[config.mk]
export PLATFORM = sky130hd
export DESIGN_NAME = ccpc_top
export DESIGN_NICKNAME = d
export VERILOG_FILES = /design/src/pkg/ccpc_pkg.sv /design/src/design/ccpc_top.sv
export SDC_FILE = /design/constraint.sdc
export NUM_CORES = 1
export LEC_CHECK = 0
export BUFFER_PORTS_ARGS = -buffer_cell sky130_fd_sc_hd__buf_2
export CAP_MARGIN = 10
export CORE_MARGIN = 2
export CORE_UTILIZATION = 54
export CTS_CLUSTER_SIZE = 28
export DETAILED_ROUTE_END_ITERATION = 8
export PLACE_DENSITY = 0.85
export SLEW_MARGIN = 5
export SYNTH_ARGS = -nofsm -noshare
export SYNTH_HDL_FRONTEND = slang
export SYNTH_SLANG_ARGS = --single-unit
[constraint.sdc]
create_clock -name pclk -period 3.4 [get_ports pclk]
set_input_delay 0.68 -clock pclk [delete_from_list [all_inputs] [get_ports pclk]]
set_output_delay 0.68 -clock pclk [all_outputs]
set_load 0.1 [all_outputs]
[src/pkg/ccpc_pkg.sv]
// Package for the core clock and power control block.
package ccpc_pkg;
  // ==========================================================================
  // Register map
  localparam logic [7:0] CCPC_SRC_KEY1_OFF  = 8'h00;
  localparam logic [7:0] CCPC_SRC_CTRL_OFF  = 8'h04;
  localparam logic [7:0] CCPC_SRC_KEY2_OFF  = 8'h08;
  localparam logic [7:0] CCPC_PWR_KEY1_OFF  = 8'h0c;
  localparam logic [7:0] CCPC_PWR_CTRL_OFF  = 8'h10;
  localparam logic [7:0] CCPC_PWR_KEY2_OFF  = 8'h14;
  localparam logic [7:0] CCPC_STATUS_OFF    = 8'h18;
  // ==========================================================================
  // Keys
  localparam logic [7:0] CCPC_SRC_KEY1_VAL  = 8'haa;
  localparam logic [7:0] CCPC_SRC_KEY2_VAL  = 8'h55;
  localparam logic [7:0] CCPC_PWR_KEY1_VAL  = 8'h01;
  localparam logic [7:0] CCPC_PWR_KEY2_VAL  = 8'hf4;
  // ==========================================================================
  // Fields and reset values
  localparam logic [7:0] CCPC_SRC_RESET     = 8'h01;
  localparam logic [7:0] CCPC_PWR_RESET     = 8'h03;
  localparam logic [7:0] CCPC_SRC_MASK      = 8'h07;
  localparam logic [7:0] CCPC_PWR_MASK      = 8'h7f;
  localparam logic [1:0] CCPC_MODE_PLL      = 2'h1;
  localparam logic [1:0] CCPC_MODE_EXT      = 2'h3;
  localparam logic [2:0] CCPC_OP_NORMAL     = 3'h0;
  localparam logic [2:0] CCPC_OP_PDOWN      = 3'h3;
  localparam int         CCPC_PLL_MULT      = 1376;
  localparam logic [6:0] CCPC_DIV_MAX       = 7'h7f;

  typedef struct packed {
    logic [4:0] rsvd;
    logic       wdog_int_osc;
    logic [1:0] clock_mode_select;
  } ccpc_src_t;

  typedef struct packed {
    logic       rsvd;
    logic [2:0] operating_mode_field;
    logic       fast_interrupt_boost;
    logic [2:0] core_divider;
  } ccpc_pwr_t;

  typedef enum logic [3:0] {
    CCPC_IDLE  = 4'b0001,
    CCPC_GOT_K = 4'b0010,
    CCPC_GOT_V = 4'b0100,
    CCPC_DONE  = 4'b1000
  } ccpc_unlock_t;
endpackage : ccpc_pkg

[src/design/ccpc_top.sv]
// Core clock divider, source select and power control with APB registers.
// How it works
// (RULE_01) System clock is the PLL clock, 1376 times the 32.768 kHz oscillator.
// (RULE_02) Reset leaves the divider at three, core runs at PLL divided by eight.
// (RULE_03) Divider field bits 2..0 divide the PLL clock by two to that power.
// (RULE_04) Current core clock is driven out on a dedicated output pin; undivided, the pin toggles at half the core rate.
// (RULE_05) Software writes 0xaa, new source value, then 0x55 to change source.
// (RULE_06) Software writes 0x01, new power value, then 0xf4 to change power.
// (RULE_07) Bit 2 of source register picks internal oscillator for watchdog.
// (RULE_08) Mode bits 1..0: 01 PLL with oscillator, 11 external clock pin.
// (RULE_09) Mode 000 normal, 011 power-down woken by two IRQs and two timers.
// (RULE_10) Fast interrupt bit runs core undivided while an interrupt is served.
// (RULE_11) Protected writes count only as three consecutive writes in order.
//
// Register access over APB and the register offsets are this design's own decisions.
module ccpc_top
  import ccpc_pkg::*;
(
  input  wire logic        pclk,
  input  wire logic        presetn,
  input  wire logic        psel,
  input  wire logic        penable,
  input  wire logic        pwrite,
  input  wire logic [7:0]  paddr,
  input  wire logic [31:0] pwdata,
  output logic [31:0]      prdata,
  output logic             pready,
  output logic             pslverr,
  input  wire logic        irq_active,
  input  wire logic        external_interrupt_zero,
  input  wire logic        external_interrupt_one,
  input  wire logic        timer2_wake,
  input  wire logic        timer3_wake,
  output logic             core_clock_out_pin,
  output logic             core_clk_en,
  output logic             use_external_clock_in_pin,
  output logic             watchdog_slow_clock_select,
  output logic             powered_down
);
  // ==========================================================================
  // Bus decode
  logic       wr_acc;
  logic [7:0] wbyte;
  assign wr_acc = psel & penable & pwrite;
  assign wbyte  = pwdata[7:0];

  // ==========================================================================
  // Unlock sequencers
  ccpc_unlock_t src_st_ff, nxt_src_st, pwr_st_ff, nxt_pwr_st;
  ccpc_src_t    src_ff, nxt_src, src_pend_ff, nxt_src_pend;
  ccpc_pwr_t    pwr_ff, nxt_pwr, pwr_pend_ff, nxt_pwr_pend;

  function automatic ccpc_unlock_t step(
    input ccpc_unlock_t st,
    input logic [7:0]   addr,
    input logic [7:0]   data,
    input logic [7:0]   k1_off,
    input logic [7:0]   v_off,
    input logic [7:0]   k2_off,
    input logic [7:0]   k1,
    input logic [7:0]   k2
  );
    ccpc_unlock_t n;
    n = CCPC_IDLE;
    if (addr == k1_off && data == k1) begin
      n = CCPC_GOT_K;
    end else if (st == CCPC_GOT_K && addr == v_off) begin
      n = CCPC_GOT_V;
    end else if (st == CCPC_GOT_V && addr == k2_off && data == k2) begin
      n = CCPC_DONE;
    end
    return n;
  endfunction : step

  logic in_pdown;
  logic wake;
  assign wake = external_interrupt_zero | external_interrupt_one |
                timer2_wake | timer3_wake;

  always_comb begin
    nxt_src_st   = src_st_ff;
    nxt_pwr_st   = pwr_st_ff;
    nxt_src      = src_ff;
    nxt_pwr      = pwr_ff;
    nxt_src_pend = src_pend_ff;
    nxt_pwr_pend = pwr_pend_ff;
    if (src_st_ff == CCPC_DONE) begin
      nxt_src_st = CCPC_IDLE;
    end
    if (pwr_st_ff == CCPC_DONE) begin
      nxt_pwr_st = CCPC_IDLE;
    end
    if (wr_acc) begin
      // (RULE_11) Consecutive key order
      nxt_src_st = step(src_st_ff, paddr, wbyte, CCPC_SRC_KEY1_OFF,
                        CCPC_SRC_CTRL_OFF, CCPC_SRC_KEY2_OFF,
                        CCPC_SRC_KEY1_VAL, CCPC_SRC_KEY2_VAL);
      nxt_pwr_st = step(pwr_st_ff, paddr, wbyte, CCPC_PWR_KEY1_OFF,
                        CCPC_PWR_CTRL_OFF, CCPC_PWR_KEY2_OFF,
                        CCPC_PWR_KEY1_VAL, CCPC_PWR_KEY2_VAL);
      if (src_st_ff == CCPC_GOT_K && paddr == CCPC_SRC_CTRL_OFF) begin
        nxt_src_pend = ccpc_src_t'(wbyte & CCPC_SRC_MASK);
      end
      if (pwr_st_ff == CCPC_GOT_K && paddr == CCPC_PWR_CTRL_OFF) begin
        nxt_pwr_pend = ccpc_pwr_t'(wbyte & CCPC_PWR_MASK);
      end
      // (RULE_05) Source commit on key two
      if (nxt_src_st == CCPC_DONE) begin
        nxt_src = src_pend_ff;
      end
      // (RULE_06) Power commit on key two
      if (nxt_pwr_st == CCPC_DONE) begin
        nxt_pwr = pwr_pend_ff;
      end
    end
    // (RULE_09) Wake sources end power-down
    if (in_pdown && wake) begin
      nxt_pwr.operating_mode_field = CCPC_OP_NORMAL;
    end
  end

  always_ff @(posedge pclk or negedge presetn) begin
    if (!presetn) begin
      src_st_ff   <= CCPC_IDLE;
      pwr_st_ff   <= CCPC_IDLE;
      // (RULE_02) Reset divide by eight
      src_ff      <= ccpc_src_t'(CCPC_SRC_RESET);
      pwr_ff      <= ccpc_pwr_t'(CCPC_PWR_RESET);
      src_pend_ff <= ccpc_src_t'(CCPC_SRC_RESET);
      pwr_pend_ff <= ccpc_pwr_t'(CCPC_PWR_RESET);
    end else begin
      src_st_ff   <= nxt_src_st;
      pwr_st_ff   <= nxt_pwr_st;
      src_ff      <= nxt_src;
      pwr_ff      <= nxt_pwr;
      src_pend_ff <= nxt_src_pend;
      pwr_pend_ff <= nxt_pwr_pend;
    end
  end

  assign in_pdown = (pwr_ff.operating_mode_field == CCPC_OP_PDOWN);

  // ==========================================================================
  // Divider. Pclk stands in for the PLL output; the core is gated by an
  // enable pulse because a derived clock would need its own domain.
  logic [6:0] div_cnt_ff, nxt_div_cnt;
  logic [6:0] div_lim;
  logic       en_ff, nxt_en, clk_out_ff, nxt_clk_out;
  logic [2:0] div_sel;

  // (RULE_10) Undivided while interrupt served
  assign div_sel = (pwr_ff.fast_interrupt_boost && irq_active) ?
                   3'h0 : pwr_ff.core_divider;
  // (RULE_03) Divide by two to the field
  assign div_lim = CCPC_DIV_MAX >> (3'h7 - div_sel);

  always_comb begin
    nxt_div_cnt = div_cnt_ff + 7'h01;
    nxt_en      = 1'b0;
    nxt_clk_out = clk_out_ff;
    if (div_cnt_ff >= div_lim) begin
      nxt_div_cnt = 7'h00;
      nxt_en      = 1'b1;
    end
    // (RULE_04) Clock out follows core rate, except undivided where it runs at half rate
    if (div_sel == 3'h0) begin
      nxt_clk_out = ~clk_out_ff;
    end else if (div_cnt_ff == div_lim || div_cnt_ff == (div_lim >> 1)) begin
      nxt_clk_out = (div_cnt_ff == div_lim);
    end
    if (in_pdown) begin
      nxt_en      = 1'b0;
      nxt_clk_out = 1'b0;
    end
  end

  always_ff @(posedge pclk or negedge presetn) begin
    if (!presetn) begin
      div_cnt_ff <= 7'h00;
      en_ff      <= 1'b0;
      clk_out_ff <= 1'b0;
    end else begin
      div_cnt_ff <= nxt_div_cnt;
      en_ff      <= nxt_en;
      clk_out_ff <= nxt_clk_out;
    end
  end

  // ==========================================================================
  // Outputs and read back
  logic [31:0] rd_ff, nxt_rd;
  logic        err_ff, nxt_err, rdy_ff, nxt_rdy;
  logic        ext_ff, wd_ff, pd_ff;

  always_comb begin
    nxt_rd  = 32'h0000_0000;
    nxt_err = 1'b0;
    nxt_rdy = psel & ~penable;
    unique case (paddr)
      CCPC_SRC_CTRL_OFF: nxt_rd = {24'h000000, src_ff};
      CCPC_PWR_CTRL_OFF: nxt_rd = {24'h000000, pwr_ff};
      CCPC_STATUS_OFF:   nxt_rd = {28'h0000000, src_st_ff};
      CCPC_SRC_KEY1_OFF, CCPC_SRC_KEY2_OFF,
      CCPC_PWR_KEY1_OFF, CCPC_PWR_KEY2_OFF: nxt_rd = 32'h0000_0000;
      default:           nxt_err = psel & ~penable;
    endcase
  end

  always_ff @(posedge pclk or negedge presetn) begin
    if (!presetn) begin
      rd_ff  <= 32'h0000_0000;
      err_ff <= 1'b0;
      rdy_ff <= 1'b0;
      ext_ff <= 1'b0;
      wd_ff  <= 1'b0;
      pd_ff  <= 1'b0;
    end else begin
      rd_ff  <= nxt_rd;
      err_ff <= nxt_err;
      rdy_ff <= nxt_rdy;
      // (RULE_08) External clock mode
      ext_ff <= (src_ff.clock_mode_select == CCPC_MODE_EXT);
      // (RULE_07) Watchdog slow clock choice
      wd_ff  <= src_ff.wdog_int_osc;
      pd_ff  <= in_pdown;
    end
  end

  // (RULE_01) PLL ratio is an analog fact; pclk is its 1376x output.
  assign prdata                     = rd_ff;
  assign pready                     = rdy_ff;
  assign pslverr                    = err_ff;
  assign core_clk_en                = en_ff;
  assign core_clock_out_pin         = clk_out_ff;
  assign use_external_clock_in_pin  = ext_ff;
  assign watchdog_slow_clock_select = wd_ff;
  assign powered_down               = pd_ff;
endmodule : ccpc_top

==> summary.txt <==
Timing
  • Max Freq: 0.3874 GHz
  • Endpoints failing hold: 0
  • Slew Limit Fails: 0
  • Final hold slack: 0.4229 ns
  • Fin crit share: 75.92%
  • Worst Skew: 0.008363 ns
  • Setup TNS: 0 ns
  • Final number of setup-violating endpoints: 0
  • Fin worst setup slack: 0.8189 ns
  • RSZ-0062 raised after global routing: no
  • Relative slew slack: 29.39%
  • Tightest Pin Transition: 1.059 ns
  • Final period demand of the worst path: 2.581 ns

Global route
  • Global-route wire length before repair: 8.314 mm
  • GR Util met1: 26.67%
  • Met2 usage: 31.75%
  • Pin count of the biggest net entering global routing: 50
  • Initial antenna violation count: 0
  • GR Util met3: 4.065%
  • Number of global-route vias before repair: 1,828
  • Overflow after GRT: 0
  • Gr busiest metal: met2
  • GRT Overall Usage: 19.97%

Status
  • Status: complete, no violations

Layout
  • Post-route cell area: 2932 um^2
  • Antenna diode count: 0
  • Fin util: 62.07%
  • P&R area growth vs syn: 10.31%
  • Fillers: 370
  • Share of cells above drive strength 1: 28.22%
  • Net count reported at finish: 344

Die
  • CORE AREA: 4723 um^2
  • Top Ports: 89
  • Die Ht: 74.15 um
  • Die X: 74.15 um
  • Die area: 5498 um^2
  • Initial Util: 56.26%
  • Row cnt: 25

CTS
  • Resize count post-CTS: 0
  • Max Root-Sink Buffers: 2
  • Hold_buf cts: 0
  • H-tree depth: 2
  • Clock root cell: clkbuf_8
  • Clock-pin slew on the worst setup and hold paths: 0.09 ns
  • Clock Latency Late Sink: 0.30 ns
  • Setup bufs post-CTS: 0
  • Clk sink count: 49
  • Num CTS Buffers: 5
  • CTS tree: done

Synth
  • Largest cells by area after synthesis: dfrtp_1 (39%), dfstp_2 (7.9%), buf_4 (7.6%), mux2_2 (7.2%), ha_1 (3.8%)
  • Largest family of logic cells by synthesized area: simple AND/OR/NAND/NOR gates
  • Post-synth EDFFs: 0
  • Simple-Gate Fraction of Synth Area: 20.10%
  • Seq cells post-synth: 49
  • Yosys cell types: 51
  • Yosys warns: 0
  • Post-Synth XOR/XNOR Area: 1.648%
  • Post-synth top area share: 38.61%
  • Mux cell area share after synthesis: 9.463%
  • Synth Area in Adders: 3.766%
  • Largest area contributor in the netlist: dfrtp_1
  • Seq/Total Area, Yosys: 46.52%
  • Synthesized cell area: 2658 um^2
  • Syn avg cell area: 10.80 um^2
  • Most frequent cell after synthesis: dfrtp_1
  • Post-Syn Instances: 246
  • Main synth FF type: dfrtp_1
  • Commonest cells in the netlist: dfrtp_1 (41), buf_4 (27), mux2_2 (17)
  • Async SR Flop Fraction: 100.0%
  • Synth Area in Compound Gates: 9.416%

Route
  • Antenna-violating nets left: 0
  • Iter 0 DRT Violations: 127
  • WL/cell: 14.23 um
  • Via count: 1,939
  • DR pass1 iterations: 4
  • Routed WL: 5.036 mm
  • Number of remaining DRC errors: 0
  • Vias/cell: 5.477

Placed design
  • Pre-CTS setup slack: 0.5285 ns
  • Detailed Place HPWL: 3.798 mm
  • IO buf count: 39
  • GP Congestion: 0.9087
  • DP Area: 2815 um^2

Critical path
  • Crit path from: pwr_ff[2]
  • Critical path's slowest cell: a21boi_0
  • Req. time, crit path: 3.59 ns
  • Reg-to-reg startpoint: pwr_ff[2]
  • Type of the worst setup path: flop to flop
  • Crit path cell chain: a21boi_0 > o21ai_0 > ha_1 > and3_1 > a221o_1 > o21ba_2
  • Arrival time worst endpoint: 2.78 ns
  • Startpoint types: flop
  • Max incr delay on CP: 0.53 ns
  • Worst-path maximum fanout: 8
  • Worst reg2reg setup slack: 0.82 ns
  • CP Capture Type: flop

Run
  • Max-cap violations: 0

Power and ir drop
  • Power density cells: 410.2 nW/um^2
  • P_sw: 0.3509 mW
  • Clk pwr share: 35.2%
  • Seq pwr share: 49.5%
  • Cell internal pwr: 0.8517 mW
  • Sw frac: 29.18%
  • Comb power frac: 15.3%
  • Leak Pwr: 1.425 nW
  • VDD IR max: 0.2681 mV

Min path
  • HP Start: src_ff[2]
  • Worst Hold Class: flop to flop
layout by cell type, fill, tap and decap left out, types with 4 or more instances in the layout:
cell,count
dfrtp_1,41
buf_2,39
conb_1,25
mux2_2,17
nand2_1,16
nor2_1,13
o21ai_0,10
nand3_1,8
nor3_1,8
ha_1,8
dfstp_2,8
a21oi_1,7
and2_1,7
mux2i_1,6
clkbuf_8,6
inv_1,5
nor3b_1,5
o31ai_1,4
logic make-up (layout without fill, tap and decap cells):
group / Yosys count / count (layout)
adder cells (fa/ha/maj): 8 / 8
AO/OA/AOI/OAI: 37 / 37
other: 1 / 25
flip-flops: 49 / 49
multiplexers: 23 / 23
AND/OR/NAND/NOR: 87 / 87
buffers and inverters: 36 / 53
XOR/XNOR: 5 / 5
per-layer routing:
layer	vias to the layer above	wire, um	part of all wire, %
li1	918	-	-
met1	958	2254	45
met2	55	2445	49
met3	8	263	5.2
met4	0	73	1.4
met5	-	0	0
worst max-delay path, delay by kind of cell, from the launching register on:
family | cells | cell delay (ns)
and+or+nand+nor | 1 | 0.15
AOI/OAI and AO/OA | 4 | 1.49
DFF | 1 | 0.48
adders and majority gates | 1 | 0.36
layout make-up:
cell class | instances | area, um^2 | area share, %
timing repair buffer | 40 | 202.7 | 6.914
tap | 67 | 83.83 | 2.860
multi-input combinational | 185 | 1274 | 43.45
sequential | 49 | 1236 | 42.17
inverter | 5 | 18.77 | 0.6402
clock buffer | 7 | 86.33 | 2.945
clock inverter | 1 | 30.03 | 1.024
registers in the layout, summed over array words and instances (netlist names):
name                        flops
div_cnt_ff                      7
pwr_st_ff                       4
src_ff                          3
pwr_pend_ff                     7
src_pend_ff                     3
use_external_clock_in_pin       1
pslverr                         1
watchdog_slow_clock_select      1
pwr_ff                          7
core_clock_out_pin              1
core_clk_en                     1
src_st_ff                       4
pready                          1
powered_down                    1
prdata                          7
power by group through the flow:
stage | sequential, mW | clock (mW) | combinational [mW]
after floorplan | 0.615 | 0 | 0.161
after global placement | 0.606 | 0 | 0.184
after detailed placement | 0.606 | 0 | 0.185
after CTS | 0.595 | 0.436 | 0.185
after global routing | 0.596 | 0.460 | 0.194
final | 0.595 | 0.423 | 0.185
per-stage QoR:
| step | cells | power (mW) |
|---|---|---|
| floorplan | 270 | 0.7757 |
| global placement | 346 | 0.7892 |
| detailed placement | 346 | 0.7908 |
| CTS | 354 | 1.215 |
| global route | 354 | 1.250 |
| finish | 354 | 1.203 |
path summary, 6_finish.rpt:
path,to,cells past startpoint
setup / recovery,core_clk_en,6
hold / removal,watchdog_slow_clock_select,0
setup reg to reg,core_clk_en,6
hold reg to reg,watchdog_slow_clock_select,0
max in group asynchronous,pwr_ff[6],1
min in group asynchronous,prdata[2],1
(Power assumes the default switching activity.)
